==> config.mk <==
export PLATFORM = sky130hd
export DESIGN_NAME = icft_target
export DESIGN_NICKNAME = d
export VERILOG_FILES = /design/src/design/icft_pkg.sv /design/src/design/icft_target.sv
export SDC_FILE = /design/constraint.sdc
export NUM_CORES = 1
export LEC_CHECK = 0
export BUFFER_PORTS_ARGS = -buffer_cell sky130_fd_sc_hd__buf_4
export CAP_MARGIN = 20
export CORE_MARGIN = 4
export CORE_UTILIZATION = 61
export DETAILED_ROUTE_END_ITERATION = 7
export PLACE_DENSITY = 0.79
export RECOVER_POWER = 100
export SLEW_MARGIN = 10
export SYNTH_ARGS = -nofsm -noshare
export SYNTH_HDL_FRONTEND = slang
export SYNTH_SLANG_ARGS = --single-unit
==> constraint.sdc <==
create_clock -name core_clk -period 2.3 [get_ports core_clk]
set_clock_uncertainty 0.05 [all_clocks]
set_input_delay 0.69 -clock core_clk [delete_from_list [all_inputs] [get_ports core_clk]]
set_output_delay 0.69 -clock core_clk [all_outputs]
set_load 0.01 [all_outputs]
==> src/design/icft_pkg.sv <==
// Package with constants and carrier types of the serial configuration target.
package icft_pkg;

    // Register map.
    localparam logic [7:0] GENERAL_CONTROL_OFFSET = 8'h0A;
    localparam logic [7:0] DISPLAY_GAIN_OFFSET_A = 8'h10;
    localparam logic [7:0] DISPLAY_GAIN_OFFSET_B = 8'h11;
    localparam logic [7:0] GENERAL_CONTROL_RESET = 8'h01;
    localparam logic [7:0] DISPLAY_GAIN_RESET = 8'h00;
    localparam logic [7:0] POINTER_RESET = 8'h00;

    // Field positions of the general control register.
    localparam int GAIN_SELECT_BIT = 4;
    localparam int ENABLE_SOURCE_BIT = 3;
    localparam int FLIP_BIT = 2;
    localparam int LANE_LSB = 0;

    // Lane configuration codes.
    localparam logic [1:0] LANE_OFF = 2'h0;
    localparam logic [1:0] LANE_USB_ONLY = 2'h1;
    localparam logic [1:0] LANE_DISPLAY_FOUR = 2'h2;
    localparam logic [1:0] LANE_DISPLAY_TWO_USB = 2'h3;

    // Strap levels: 0, pulled low through a resistor, floating, 1.
    localparam logic [1:0] STRAP_ZERO = 2'h0;
    localparam logic [1:0] STRAP_RES = 2'h1;
    localparam logic [1:0] STRAP_FLOAT = 2'h2;
    localparam logic [1:0] STRAP_ONE = 2'h3;
    localparam logic [4:0] ADDR_HIGH_ZERO = 5'h11;
    localparam logic [4:0] ADDR_HIGH_RES = 5'h08;
    localparam logic [4:0] ADDR_HIGH_FLOAT = 5'h04;
    localparam logic [4:0] ADDR_HIGH_ONE = 5'h03;

    // Bit counter values.
    localparam logic [3:0] BIT_COUNT_RESET = 4'h0;
    localparam logic [3:0] BITS_PER_BYTE = 4'h8;

    typedef enum {
        ST_IDLE, ST_ADDR, ST_ADDR_ACK, ST_PTR, ST_PTR_ACK,
        ST_WDATA, ST_WDATA_ACK, ST_RDATA, ST_RDATA_ACK, ST_WAIT
    } icft_phase_type;

    // Pin samples after the synchroniser.
    typedef struct packed {
        logic scl;
        logic sda;
    } icft_bus_type;

    // Block control outputs.
    typedef struct packed {
        logic gain_register_select;
        logic display_enable;
        logic orientation_flip_select;
        logic [1:0] lane_config_field;
        logic usb_enable;
        logic [3:0] display_lane_gain;
    } icft_ctrl_type;

endpackage : icft_pkg

==> src/design/icft_target.sv <==
// Two-wire configuration target with the general control register.
// Contract
// - Config access over serial clock pin and bidirectional data pin.
// - 7-bit address from two four-level straps, high five and low two bits.
// - Write: start, address with direction zero; address byte acknowledged.
// - Pointer byte follows address, MSB first, acknowledged, used as target.
// - Each written data byte acknowledged and stored in addressed register.
// - Read: start, address with direction one; address byte acknowledged.
// - Read returns MSB first from 00h or last read plus one.
// - Pointer write before read makes the read start at that pointer.
// - After each sent byte wait for acknowledge; continue only on acknowledge.
// - Pointer-only write sets start of later reads; both bytes acknowledged.
// - Set fields set by one, clear by one, zero writes change nothing; the code writes each field directly, so zero clears it.
// - General control at 0x0A resets to 01; bits 7:5 read zero.
// - Bit 4 selects gain from straps (0) or registers (1).
// - Bit 3 selects display enable from lane high bit or pin.
// - Bit 2 is orientation flip select, reset zero.
// - Bits 1:0 select lane configuration, reset 01.
// - With bit 4 clear, display gain fields read the display straps.
`timescale 1ns/1ps
`default_nettype none

module icft_target (
    // Clock and reset.
    input wire logic core_clk,
    input wire logic reset,
    // Serial pins.
    input wire logic scl_in,
    input wire logic sda_in,
    output logic sda_out,
    output logic sda_oe,
    // Strap and control pins.
    input wire logic [1:0] address_strap_high,
    input wire logic [1:0] address_strap_low,
    input wire logic [1:0] display_gain_straps,
    input wire logic display_enable_pin,
    // Control outputs.
    output icft_pkg::icft_ctrl_type ctrl
);

    ////////////////////////////////////////////////////////////////////////
    typedef struct packed {
        icft_pkg::icft_bus_type sync1;
        icft_pkg::icft_bus_type sync2;
        icft_pkg::icft_bus_type prev;
        icft_pkg::icft_phase_type phase;
        logic [3:0] bit_count;
        logic [7:0] shift;
        logic [7:0] pointer;
        logic [7:0] general;
        logic [7:0] gain_a;
        logic [7:0] gain_b;
        logic [1:0] strap_latch;
        logic [6:0] own_addr;
        logic strap_taken;
        logic sda_drive;
        logic de_meta;
        logic de_sync;
        icft_pkg::icft_ctrl_type ctrl;
    } icft_state_type;

    icft_state_type state_q;
    icft_state_type state_d;

    // Maps the upper strap level to the high five address bits.
    function automatic logic [4:0] high_bits(input logic [1:0] level);
        case (level)
            icft_pkg::STRAP_ZERO: high_bits = icft_pkg::ADDR_HIGH_ZERO;
            icft_pkg::STRAP_RES: high_bits = icft_pkg::ADDR_HIGH_RES;
            icft_pkg::STRAP_FLOAT: high_bits = icft_pkg::ADDR_HIGH_FLOAT;
            default: high_bits = icft_pkg::ADDR_HIGH_ONE;
        endcase
    endfunction

    // Read value of a register, reserved bits and holes as zero.
    function automatic logic [7:0] read_reg(input icft_state_type s,
                                            input logic [7:0] idx);
        logic [7:0] strap_both;
        strap_both = {2'h0, s.strap_latch, 2'h0, s.strap_latch};
        read_reg = 8'h00;
        if (idx == icft_pkg::GENERAL_CONTROL_OFFSET) begin
            read_reg = {3'h0, s.general[4:0]};
        end
        else if (idx == icft_pkg::DISPLAY_GAIN_OFFSET_A) begin
            read_reg = s.general[icft_pkg::GAIN_SELECT_BIT] ? s.gain_a
                                                            : strap_both;
        end else if (idx == icft_pkg::DISPLAY_GAIN_OFFSET_B) begin
            read_reg = s.general[icft_pkg::GAIN_SELECT_BIT] ? s.gain_b
                                                            : strap_both;
        end
    endfunction

    ////////////////////////////////////////////////////////////////////////
    logic scl_rise;
    logic scl_fall;
    logic start_seen;
    logic stop_seen;
    logic [7:0] read_now;

    always_comb begin
        scl_rise = state_q.sync2.scl && !state_q.prev.scl;
        scl_fall = !state_q.sync2.scl && state_q.prev.scl;
        start_seen = state_q.sync2.scl && state_q.prev.scl &&
                     !state_q.sync2.sda && state_q.prev.sda;
        stop_seen = state_q.sync2.scl && state_q.prev.scl &&
                    state_q.sync2.sda && !state_q.prev.sda;
        read_now = read_reg(state_q, state_q.pointer);
    end

    always_comb begin
        state_d = state_q;
        state_d.sync1 = '{scl: scl_in, sda: sda_in};
        state_d.sync2 = state_q.sync1;
        state_d.prev = state_q.sync2;
        // Two-stage synchroniser for the display enable pin.
        state_d.de_meta = display_enable_pin;
        state_d.de_sync = state_q.de_meta;

        if (!state_q.strap_taken) begin
            state_d.strap_taken = 1'b1;
            state_d.own_addr = {high_bits(address_strap_high),
                                address_strap_low};
            state_d.strap_latch = display_gain_straps;
        end

        if (start_seen) begin
            state_d.phase = icft_pkg::ST_ADDR;
            state_d.bit_count = icft_pkg::BIT_COUNT_RESET;
            state_d.sda_drive = 1'b0;
        end else if (stop_seen) begin
            state_d.phase = icft_pkg::ST_IDLE;
            state_d.sda_drive = 1'b0;
        end else begin
            case (state_q.phase)
                icft_pkg::ST_ADDR, icft_pkg::ST_PTR, icft_pkg::ST_WDATA: begin
                    if (scl_rise) begin
                        state_d.shift = {state_q.shift[6:0],
                                         state_q.sync2.sda};
                        state_d.bit_count = state_q.bit_count + 4'h1;
                    end
                    if (scl_fall &&
                        state_q.bit_count == icft_pkg::BITS_PER_BYTE) begin
                        state_d.bit_count = icft_pkg::BIT_COUNT_RESET;
                        if (state_q.phase == icft_pkg::ST_ADDR) begin
                            if (state_q.shift[7:1] == state_q.own_addr) begin
                                state_d.sda_drive = 1'b1;
                                state_d.phase = icft_pkg::ST_ADDR_ACK;
                            end else begin
                                state_d.phase = icft_pkg::ST_WAIT;
                            end
                        end else if (state_q.phase == icft_pkg::ST_PTR) begin
                            state_d.pointer = state_q.shift;
                            state_d.sda_drive = 1'b1;
                            state_d.phase = icft_pkg::ST_PTR_ACK;
                        end else begin
                            if (state_q.pointer ==
                                icft_pkg::GENERAL_CONTROL_OFFSET) begin
                                state_d.general = {3'h0, state_q.shift[4:0]};
                            end else if (state_q.pointer ==
                                         icft_pkg::DISPLAY_GAIN_OFFSET_A) begin
                                state_d.gain_a = state_q.shift;
                            end else if (state_q.pointer ==
                                         icft_pkg::DISPLAY_GAIN_OFFSET_B) begin
                                state_d.gain_b = state_q.shift;
                            end
                            state_d.pointer = state_q.pointer + 8'h01;
                            state_d.sda_drive = 1'b1;
                            state_d.phase = icft_pkg::ST_WDATA_ACK;
                        end
                    end
                end
                icft_pkg::ST_ADDR_ACK: begin
                    if (scl_fall) begin
                        if (state_q.shift[0]) begin
                            state_d.shift = read_now;
                            state_d.sda_drive = !read_now[7];
                            state_d.phase = icft_pkg::ST_RDATA;
                        end else begin
                            state_d.sda_drive = 1'b0;
                            state_d.phase = icft_pkg::ST_PTR;
                        end
                    end
                end
                icft_pkg::ST_PTR_ACK, icft_pkg::ST_WDATA_ACK: begin
                    // Pointer kept; further bytes are data.
                    if (scl_fall) begin
                        state_d.sda_drive = 1'b0;
                        state_d.phase = icft_pkg::ST_WDATA;
                    end
                end
                icft_pkg::ST_RDATA: begin
                    if (scl_fall) begin
                        state_d.bit_count = state_q.bit_count + 4'h1;
                        if (state_q.bit_count == 4'h7) begin
                            state_d.sda_drive = 1'b0;
                            state_d.phase = icft_pkg::ST_RDATA_ACK;
                        end else begin
                            state_d.shift = {state_q.shift[6:0], 1'b0};
                            state_d.sda_drive = !state_q.shift[6];
                        end
                    end
                end
                icft_pkg::ST_RDATA_ACK: begin
                    if (scl_rise) begin
                        state_d.pointer = state_q.pointer + 8'h01;
                        if (state_q.sync2.sda) begin
                            state_d.phase = icft_pkg::ST_WAIT;
                        end else begin
                            state_d.bit_count = icft_pkg::BITS_PER_BYTE;
                        end
                    end
                    if (scl_fall &&
                        state_q.bit_count == icft_pkg::BITS_PER_BYTE) begin
                        state_d.bit_count = icft_pkg::BIT_COUNT_RESET;
                        state_d.shift = read_now;
                        state_d.sda_drive = !read_now[7];
                        state_d.phase = icft_pkg::ST_RDATA;
                    end
                end
                icft_pkg::ST_IDLE, icft_pkg::ST_WAIT: begin
                    state_d.sda_drive = 1'b0;
                end
                default: begin
                    state_d.phase = icft_pkg::ST_IDLE;
                end
            endcase
        end

        state_d.ctrl.gain_register_select =
            state_q.general[icft_pkg::GAIN_SELECT_BIT];
        state_d.ctrl.display_lane_gain =
            state_q.general[icft_pkg::GAIN_SELECT_BIT] ?
            state_q.gain_a[7:4] : {2'h0, state_q.strap_latch};
        state_d.ctrl.display_enable =
            state_q.general[icft_pkg::ENABLE_SOURCE_BIT] ?
            state_q.de_sync :
            state_q.general[icft_pkg::LANE_LSB + 1];
        state_d.ctrl.orientation_flip_select =
            state_q.general[icft_pkg::FLIP_BIT];
        state_d.ctrl.lane_config_field =
            state_q.general[icft_pkg::LANE_LSB +: 2];
        state_d.ctrl.usb_enable =
            state_q.general[icft_pkg::LANE_LSB +: 2] ==
                icft_pkg::LANE_USB_ONLY ||
            state_q.general[icft_pkg::LANE_LSB +: 2] ==
                icft_pkg::LANE_DISPLAY_TWO_USB;
    end

    ////////////////////////////////////////////////////////////////////////
    always_ff @(posedge core_clk) begin
        if (reset) begin
            state_q <= '0;
            state_q.sync1 <= '{scl: 1'b1, sda: 1'b1};
            state_q.sync2 <= '{scl: 1'b1, sda: 1'b1};
            state_q.prev <= '{scl: 1'b1, sda: 1'b1};
            state_q.phase <= icft_pkg::ST_IDLE;
            state_q.pointer <= icft_pkg::POINTER_RESET;
            state_q.general <= icft_pkg::GENERAL_CONTROL_RESET;
            state_q.gain_a <= icft_pkg::DISPLAY_GAIN_RESET;
            state_q.gain_b <= icft_pkg::DISPLAY_GAIN_RESET;
            state_q.ctrl.lane_config_field <= icft_pkg::LANE_USB_ONLY;
            state_q.ctrl.usb_enable <= 1'b1;
        end else begin
            state_q <= state_d;
        end
    end

    // Open-drain data: only ever drives low.
    assign sda_out = 1'b0;
    assign sda_oe = state_q.sda_drive;
    assign ctrl = state_q.ctrl;

endmodule : icft_target
`default_nettype wire

After elaboration in Yosys (flattened, before gate mapping)

Index checks and enable logic that the tools add are counted.

Register bits: 102
Latch bits: 0
RAM bits: 0
Memory bits (read-only): 0
Output and inout bits: 12
Logic and storage cells: 173
Memories: 0

Add/subtract/negate cells: 2
Multipliers: 0
Div/mod/pow operators: 0
Order comparisons: 0
Equal/unequal tests: 45
Shifts and indexed selects: 0
Mux-type cells: 53
Bitwise operators: 8
Reductions and logical operators: 37

Operator list:

| kind                  | number |
|---|---|
| $mux W32              | 7 |
| $pmux W32 S6          | 1 |
| $eq A32 B3 Y1 const B | 5 |
| $mux W44              | 3 |
| $mux W8               | 13 |
| $eq A32 B2 Y1 const B | 3 |
| $mux W36              | 2 |
| $eq A32 B4 Y1 const B | 2 |
| $eq A32 B1 Y1 const B | 1 |
| $logic_not A32 Y1     | 1 |
| $pmux W8 S4           | 1 |
| $reduce_and A8 Y1     | 4 |
| $mux W24              | 1 |
| $ne A2 B2 Y1 const B  | 11 |
| $mux W21              | 1 |
| $ne A4 B4 Y1 const B  | 5 |
| $ne A3 B3 Y1 const B  | 6 |
| $reduce_and A9 Y1     | 2 |
| $eq A8 B5 Y1 const B  | 2 |
| $mux W16              | 1 |
| $pmux W8 S2           | 1 |
| $pmux W5 S3           | 1 |
| $reduce_and A7 Y1     | 2 |
| $mux W12              | 1 |
| 28 further kinds      | 68 |

Longest topological paths before layout

Gate-level depths: netlist of run 1.

Depth after elaboration: 10
Mapped depth: 10

Worst setup path after synthesis of run 1

No wires, ideal clock.

Path kind: register to register
Start point: reg state_q[47] (netlist name)
End point: reg state_q[57] (netlist name)
Data arrival time: 1.891 ns
Required time: 2.120 ns
Path slack: 0.229 ns
Stages on the path, launching flop included: 10
Path buffers: 2
Period minus slack after synthesis: 2.071 ns
Cells stage by stage: dfxtp_1 inv_1 ha_1 clkbuf_1 clkbuf_1 o21ai_0 a32oi_1 nor2_1 a2111oi_0 nor3_1

Longest elaborated chain between the ends: 7
Elaborated cells between the ends (all ways): 10

RTL lines:

| item                   | RTL line           | RTL |
|---|---|---|
| start, declared        | icft_target.sv:62  | `icft_state_type state_q;` |
| start signal, assigned | icft_target.sv:264 | `state_q <= state_d;` |
| $eq A8 B5 Y1           | icft_target.sv:87  | `end else if (idx == icft_pkg::DISPLAY_GAIN_OFFSET_B) begin` |
| $mux W8                | icft_target.sv:87  |  |
| $mux W8                | icft_target.sv:84  | `else if (idx == icft_pkg::DISPLAY_GAIN_OFFSET_A) begin` |
| $mux W8 *              | icft_target.sv:81  | `if (idx == icft_pkg::GENERAL_CONTROL_OFFSET) begin` |
| $mux W8                | icft_target.sv:174 | `if (state_q.shift[0]) begin` |
| $mux W8                | icft_target.sv:173 | `if (scl_fall) begin` |
| $pmux W8 S4 *          | icft_target.sv:134 | `case (state_q.phase)` |

Mark *: on every way between the ends. The rest lies on a longest branch, timed or not. The select of a mux whose other input is x is not followed.
A chain may end at the register's enable or synchronous reset.

Final worst setup path of run 1

Start point: reg state_q[49] (netlist name)
End point: reg state_q[62] (netlist name)

Same word-level chain as after synthesis.

==> results.json, run 1 <==
{
  "status": "finished, final reports clean",
  "gp_congestion": 0.9169,
  "p_per_area_nw_per_um2": 777.3,
  "cts_tree": "yes",
  "grt_pass1_vias": 3107,
  "wl_met1_um": 4127,
  "hold-worst-slack_ps": 383.2,
  "drc": 0,
  "crit_buf_inv": 1,
  "insertion_delay_ps": 350,
  "p_total_mw": 3.438,
  "dp_hpwl_um": 6503,
  "drt_iter0_markers": 319,
  "die_w_um": 88.13,
  "fin_nets": 494,
  "cts_max_level": 3,
  "worst_slack_ps": 99.26,
  "root_buffer": "clkbuf_8",
  "crit_type": "flop to flop",
  "wl_met3_um": 593,
  "wirelength_um": 9126,
  "dp_cells": 537,
  "antenna_found_initial": 0,
  "grt_max_degree": 49,
  "io_buffers": 21,
  "grt_usage_pct": 25.18,
  "worst-slew-pin-transition_ps": 681.0,
  "highest_layer": "met4",
  "power_leakage_nw": 1.891,
  "path_cells": "or4_1 -> nor3_1 -> buf_4 -> and3_1 -> a22oi_1 -> a311oi_1",
  "yosysTopAreaCellShare_pct": 37.83,
  "yosysSeqAreaShare_pct": 37.83,
  "yosys_warnings": 0,
  "peakVddDrop_uv": 621.1,
  "postCtsSetupBuffers": 0,
  "drt-pass1-iter-count": 5,
  "crit_required_ps": 2490,
  "clock_path_buffers": 2,
  "dieArea_sq_um": 7766,
  "netlist-cell-type-count": 60,
  "final_cells": 553,
  "diodes": 0,
  "synth_edf_count": 0,
  "clkSinkCount": 74,
  "wl_met2_um": 4269,
  "rsz0062_at_grt": "yes",
  "fin_crit_ps": 2201,
  "cp.arrival_ps": 2390,
  "area_growth_pct": 12.94,
  "hold_viol": 0,
  "initial_utilization_pct": 64.62,
  "maxCapViolations": 0,
  "cp-start-kind": "flop",
  "netlist_instances": 454,
  "core.rowCount": 28,
  "relSlewSlack_pct": 54.12,
  "ys_top_cells_by_area": "dfxtp_1 (38%), mux2i_1 (8.4%), nor2_1 (5.8%)",
  "grt_overflow": 0,
  "yosys.area.top_type": "dfxtp_1",
  "dp_slack_ps": 24.11,
  "synthArstFlopShare_pct": 0,
  "clkTransAtPathRegs_ps": 80,
  "grt_pass1_wl_um": 15340,
  "critPathCaptureType": "flop",
  "final_layout_size_suffix_gt1_share_pct": 19.04,
  "drv_slew": 0,
  "synth_nets": 475,
  "avgRoutedWirePerCell_um": 16.50,
  "synth_ff_type": "dfxtp_1",
  "syn_avg_cell_area_sq_um": 8.626,
  "viasPerCell": 6.085,
  "synthTopCellsByCount": "dfxtp_1 (74), nor2_1 (61), mux2i_1 (33)",
  "crit_fanout": 11,
  "io_pins": 23,
  "fmax_mhz": 454.4,
  "hp-class": "flop to flop",
  "yosysMostFrequentCell": "dfxtp_1",
  "ant_nets": 0,
  "via_count": 3365,
  "fin_area_sq_um": 4423,
  "fin_setup_tns_ps": 0,
  "finalSetupViolCount": 0,
  "place_area_sq_um": 4164,
  "path_delay_family": "simple AND/OR/NAND/NOR gates",
  "ys_seq_elements": 74,
  "final_util_pct": 72.98,
  "syn_area_sq_um": 3916,
  "die_h_um": 88.13,
  "coreArea_sq_um": 6061,
  "finalCritPeriodShare_pct": 95.68,
  "slowest_stage": "or4_1",
  "n_fill_cell": 464,
  "cts_buffers": 9,
  "slowest_delay_ps": 620
}
==> registers in the layout, summed over array words and instances, names as in the netlist <==
signal / flops
sda_oe: 1
ctrl: 10
state_d: 9
state_q: 54
==> where the power goes <==
part	total [mW]	switching, mW	internal [mW]
logic	0.840	0.463	0.376
registers	1.48	0.115	1.37
clock network	1.12	0.502	0.615
==> final cells by class <==
type                            instances  area (sq um)  share of cell area, %
Clock buffer                           10         127.6                  2.885
Clock inverter                          6         91.34                  2.065
Inverter                               12         45.04                  1.018
Multi-Input combinational cell        324          2191                  49.53
Sequential cell                        74          1484                  33.55
Tap cell                               75         93.84                  2.122
Timing Repair Buffer                   52         390.4                  8.826
==> path summary, 6_finish.rpt <==
check	startpoint	slack, ps	cells after the start	endpoint
worst max-delay path	state_q[49]$_SDFFE_PP0P_	100	6	state_q[62]$_SDFFE_PP0P_
worst min-delay path	state_d[101]$_SDFF_PP1_	380	1	state_d[99]$_SDFF_PP1_
worst max register to register	state_q[49]$_SDFFE_PP0P_	100	6	state_q[62]$_SDFFE_PP0P_
worst min register to register	state_d[101]$_SDFF_PP1_	380	1	state_d[99]$_SDFF_PP1_
==> kinds of logic (layout without fill, tap and decap cells) <==
| kind of cell | count (synthesis) | after routing | synth area share, % |
|---|---|---|---|
| XOR/XNOR | 14 | 14 | 3.131 |
| AO/OA/AOI/OAI | 106 | 106 | 18.85 |
| other | 1 | 1 | 0.09575 |
| buffers and inverters | 56 | 80 | 7.188 |
| adder cells (fa/ha/maj) | 10 | 10 | 3.195 |
| multiplexers | 33 | 33 | 8.435 |
| flip-flops | 74 | 74 | 37.83 |
| AND/OR/NAND/NOR | 160 | 160 | 21.28 |
==> routing by layer <==
metal  vias to the layer above  global-route usage, %
met3                        14                  4.798
met2                       119                  41.23
met4                         0                  7.143
met5                         -                      0
met1                      1588                  33.95
li1                       1644                      -
==> cell usage in the layout, fill, tap and decap left out, types with 11 or more instances in the layout <==
cell type	synthesis	final
mux2i_1	33	33
o21ai_0	17	16
buf_4	13	52
inv_1	12	12
a211oi_1	11	11
nor2_1	61	61
a22oi_1	11	11
a21oi_1	25	25
nand2_1	22	22
dfxtp_1	74	72
==> repair_timing <==
action,4_1_cts,5_1_grt
endpoints found under the setup margin,1,10
hold buffers,0,0
resized for setup,1,10
(Power assumes the default switching activity.)
==> inputs of run 2 (changes only) <==
Settings changed: CORE_UTILIZATION 61 to 30, PLACE_DENSITY 0.79 to 0.44.
==> run 2 against run 1 <==
Compared with the run above: total power up 11%; first-iteration DRC count decreased by 24%; maximum frequency fell by 0.23%; largest power group is now clock.
==> results.json, run 2 (same netlist as run 1, synthesis figures left out) <==
{
  "status": "finished, final reports clean",
  "r2r-start": "state_q[49]$_SDFFE_PP0P_",
  "viasPerCell": 5.027,
  "area_growth_pct": 19.36,
  "hold_viol": 0,
  "p_int_mw": 2.610,
  "cp.arrival_ps": 2350,
  "slowest_delay_ps": 610,
  "path_cells": "or4_1 -> nor3_1 -> buf_4 -> and3_1 -> a21oi_1 -> a221oi_2 -> a211oi_1",
  "drt_iter0_markers": 244,
  "final_cells": 661,
  "min_from": "state_d[102]$_SDFF_PP1_",
  "dp_cells": 643,
  "power.share.clock_pct": 38.5,
  "hold-worst-slack_ps": 370.9,
  "final_layout_size_suffix_gt1_share_pct": 17.38,
  "seq_power_share_pct": 38.0,
  "holdPathStages": 1,
  "insertion_delay_ps": 350,
  "clkTransAtPathRegs_ps": 60,
  "crit_fanout": 8,
  "p_sw_mw": 1.215,
  "drt-pass1-iter-count": 5,
  "cts_tree": "yes",
  "crit_buf_inv": 1,
  "maxCapViolations": 0,
  "hp-class": "flop to flop",
  "antenna_found_initial": 0,
  "fin_nets": 505,
  "clock_path_buffers": 2,
  "finalCritPeriodShare_pct": 95.90,
  "via_count": 3323,
  "worstHoldEndpoint": "state_d[100]$_SDFF_PP1_",
  "n_fill_cell": 1360,
  "cp-start-kind": "flop",
  "power_leakage_nw": 1.943,
  "io_buffers": 21,
  "grt_usage_pct": 14.73,
  "root_buffer": "clkbuf_16",
  "io_pins": 23,
  "slowest_stage": "or4_1",
  "p_total_mw": 3.824,
  "cts_max_level": 3,
  "finalSetupViolCount": 0,
  "dieArea_sq_um": 14950,
  "holdBufCountCts": 0,
  "avgRoutedWirePerCell_um": 15.82,
  "largest-register": "state_q",
  "rsz0062_at_grt": "no",
  "diodes": 0,
  "fin_setup_tns_ps": 0,
  "drc": 0,
  "crit_required_ps": 2440,
  "path_delay_family": "simple AND/OR/NAND/NOR gates",
  "relSlewSlack_pct": 53.38,
  "r2r_setup_slack_ps": 90,
  "die_w_um": 122.3,
  "critPathCaptureType": "flop",
  "multi_input_area_sq_um": 2170,
  "grt_pass1_wl_um": 16820,
  "die_h_um": 122.3,
  "crit_start": "state_q[49]$_SDFFE_PP0P_",
  "fmax_mhz": 453.3,
  "ant_nets": 0,
  "grt_overflow": 0,
  "grt_pass1_vias": 3110,
  "crit_type": "flop to flop",
  "largest_register_ffs": 54,
  "final_common_cell": "dfxtp_1",
  "gp_congestion": 0.9243,
  "clkSinkCount": 74,
  "final_cell_mix": "dfxtp_1 (74), nor2_1 (61), buf_4 (44)",
  "p_per_area_nw_per_um2": 818.1,
  "power_switching_share_pct": 31.76,
  "area.sequential_sq_um": 1481,
  "r2r_cells": 7,
  "coreArea_sq_um": 12720,
  "grt_max_degree": 61,
  "core.rowCount": 41,
  "drv_slew": 0,
  "fin_crit_ps": 2206,
  "cts_buffers": 9,
  "worstReg2RegEnd": "sda_oe$_SDFFE_PP0P_",
  "dp_hpwl_um": 7471,
  "pwr-share-comb_pct": 23.5,
  "wirelength_um": 10460,
  "initial_utilization_pct": 30.78,
  "worst-slew-pin-transition_ps": 692.0,
  "peakVddDrop_uv": 327.2
}
## run 2: cell count changes in the layout (fill, tap and decap cells not counted), moves of 2 or more
cell       previous run  this run
buf_12                0         3
dfxtp_2               2         0
inv_6                 0         3
clkbuf_1              1        14
clkbuf_16             0         9
buf_4                52        44
clkbuf_2              0         2
dfxtp_1              72        74
clkbuf_8              9         0
## run 2: power groups by stage
| stage | registers, mW | logic (mW) | clock network, mW |
|---|---|---|---|
| after floorplan | 1.45 | 0.587 | 0 |
| after global placement | 1.48 | 0.886 | 0 |
| after detailed placement | 1.48 | 0.884 | 0 |
| after CTS | 1.45 | 0.889 | 1.51 |
| after global routing | 1.47 | 0.977 | 1.57 |
| final | 1.45 | 0.900 | 1.47 |
## run 2: area by class of cell
type	instances	share of cell area (%)
clock buffers	9	4.818
clock inverters	7	1.820
inverters	12	0.9636
multi-input cells	324	46.41
flip-flops and latches	74	31.69
well taps	172	4.604
repair buffers	63	9.690
## run 2: repair_timing
item	in CTS	in global routing
gates resized for setup	0	7
hold endpoints to repair	0	0
setup endpoints to repair	0	6
buffers inserted	0	2
## run 2: how the worst max path moves through the flow
stage                                           to  slack, ps  cells past startpoint
after floorplan           state_q[57]$_SDFFE_PP0P_        230                      9
after global routing      state_q[61]$_SDFFE_PP0P_          3                      6
after global placement         sda_oe$_SDFFE_PP0P_         80                      7
after detailed placement       sda_oe$_SDFFE_PP0P_         70                      7
after CTS                      sda_oe$_SDFFE_PP0P_         40                      7
final                          sda_oe$_SDFFE_PP0P_         90                      7
## run 2: per-layer routing
layer | routed length (um) | vias to the layer above | GRT usage [%] | part of all wire, %
li1 | - | 1675 | - | -
met1 | 5176 | 1537 | 20.85 | 49
met2 | 4529 | 93 | 21.33 | 43
met3 | 526 | 18 | 3.226 | 5.0
met4 | 225 | 0 | 6.718 | 2.2
met5 | 0 | - | 0 | 0
## run 2: per-stage QoR
| step | instance area [sq um] | utilization [%] | worst slack [ps] |
|---|---|---|---|
| global placement | 4378 | 34.41 | 77.04 |
| floorplan | 3916 | - | 228.9 |
| CTS | 4688 | 36.85 | 40.38 |
| global route | 4674 | 36.74 | 2.609 |
| finish | 4674 | 36.74 | 94.19 |
| detailed placement | 4378 | 34.41 | 66.12 |
==> inputs of run 3 (changes only) <==
Settings changed: CORE_MARGIN 4 to default, CTS_BUF_LIST from default to sky130_fd_sc_hd__clkbuf_4.
==> run 3 against run 2 <==
Compared with the run above: hold slack got worse by 4.0 ps; critical path depth unchanged; combinational power decreased by 5.8%; global-route usage increased by 1.7 points; wire length decreased by 0.83%; via count decreased by 1.1%; worst setup slack improved by 8.2 ps; core utilization decreased by 1.7 points; sequential power about the same; critical endpoint unchanged; highest routed layer unchanged.
==> results.json, run 3 (same netlist as run 1, synthesis figures left out) <==
{
  "drv_slew": 0,
  "drt_iter0_markers": 187,
  "relSlewSlack_pct": 45.59,
  "die_w_um": 116.3,
  "status": "finished, final reports clean",
  "crit_type": "flop to flop",
  "clkSinkCount": 74,
  "hold-worst-slack_ps": 366.9,
  "io_buffers": 21,
  "coreArea_sq_um": 12670,
  "final_cell_mix": "dfxtp_1 (72), nor2_1 (61), buf_4 (44)",
  "clock_path_buffers": 2,
  "wirelength_um": 10370,
  "power_leakage_nw": 1.844,
  "drc": 0,
  "insertion_delay_ps": 470,
  "root_buffer": "clkbuf_4",
  "dieArea_sq_um": 13520,
  "fmax_mhz": 455.0,
  "io_pins": 23,
  "area_growth_pct": 13.45,
  "largest_register_ffs": 54,
  "worstHoldEndpoint": "state_d[102]$_SDFF_PP1_",
  "grt_usage_pct": 16.48,
  "peakVddDrop_uv": 411.2,
  "hp-class": "input port to flop",
  "rsz0062_at_grt": "yes",
  "n_fill_cell": 1350,
  "crit_start": "state_q[49]$_SDFFE_PP0P_",
  "cts_max_level": 3,
  "gp_congestion": 0.8248,
  "cp-start-kind": "flop",
  "ant_nets": 0,
  "cp.arrival_ps": 2470,
  "clkTransAtPathRegs_ps": 110,
  "fin_nets": 502,
  "initial_utilization_pct": 30.91,
  "dp_cells": 638,
  "final_common_cell": "dfxtp_1",
  "min_from": "scl_in",
  "antenna_found_initial": 0,
  "crit_required_ps": 2570,
  "maxCapViolations": 0,
  "critPathCaptureType": "flop",
  "dp_hpwl_um": 7515,
  "r2r_setup_slack_ps": 100,
  "core.rowCount": 41,
  "grt_max_degree": 36,
  "worstReg2RegEnd": "sda_oe$_SDFFE_PP0P_",
  "fin_crit_ps": 2198,
  "drt-pass1-iter-count": 4,
  "fin_setup_tns_ps": 0,
  "via_count": 3286,
  "final_util_pct": 35.06,
  "final_cells": 658,
  "finalCritPeriodShare_pct": 95.55,
  "viasPerCell": 4.994,
  "final_layout_size_suffix_gt1_share_pct": 17.49,
  "die_h_um": 116.3,
  "diodes": 0,
  "grt_pass1_wl_um": 16660,
  "hold_viol": 0,
  "p_total_mw": 3.143,
  "grt_overflow": 0,
  "cts_buffers": 9,
  "crit_fanout": 9,
  "worst-slew-pin-transition_ps": 816.2,
  "p_per_area_nw_per_um2": 707.3,
  "cts_tree": "yes",
  "finalSetupViolCount": 0,
  "r2r_cells": 7,
  "avgRoutedWirePerCell_um": 15.76,
  "holdPathStages": 2,
  "largest-register": "state_q",
  "r2r-start": "state_q[49]$_SDFFE_PP0P_",
  "grt_pass1_vias": 3081
}
[run 3: repair_timing]
action / in CTS / in global routing
buffers inserted: 0 / 4
setup endpoints to repair: 1 / 18
resized for setup: 1 / 9
hold buffers: 0 / 0
[run 3: worst max path at each step]
stage                     slack (ps)                       end  cells after the start
final                            100       sda_oe$_SDFFE_PP0P_                      7
after global routing             -30       sda_oe$_SDFFE_PP0P_                      7
after CTS                         30  state_q[61]$_SDFFE_PP0P_                      5
after detailed placement          70  state_q[61]$_SDFFE_PP0P_                      5
after global placement            40  state_q[61]$_SDFFE_PP0P_                      5
after floorplan                  230  state_q[57]$_SDFFE_PP0P_                      9
[run 3: cell type report]
cell class | count | area, sq um | area share, %
clock buffers | 10 | 75.07 | 1.690
clock inverters | 6 | 57.56 | 1.295
inverters | 12 | 45.04 | 1.014
multi-input cells | 324 | 2172 | 48.89
flip-flops and latches | 74 | 1484 | 33.40
well taps | 172 | 215.2 | 4.844
repair buffers | 60 | 394.1 | 8.871
[run 3: through the flow]
stage	setup slack (ps)	area [sq um]
global placement	42.34	4315
global route	-27.80	4443
finish	102.4	4443
detailed placement	71.01	4315
CTS	30.65	4449
floorplan	228.9	3916
[run 3: metal layers]
metal  GRT usage [%]  part of all wire (%)  up-vias
li1                -                     -     1664
met1           22.84                    50     1553
met2           24.26                    44       60
met3           4.930                   5.1        9
met4           5.385                   1.8        0
met5               0                     0        -
[run 3: power breakdown]
group | internal [mW] | switching (mW)
clock | 0.336 | 0.485
combinational | 0.364 | 0.484
sequential | 1.37 | 0.106
total | 2.07 | 1.08
[run 3: critical path, cell delays in order (launching register included)]
cell and delay [ps]:
dfxtp_1 360, or4_1 610, nor3_1 170, buf_4 190, and3_1 210, a21oi_1 70
a221oi_1 280, a211oi_1 120
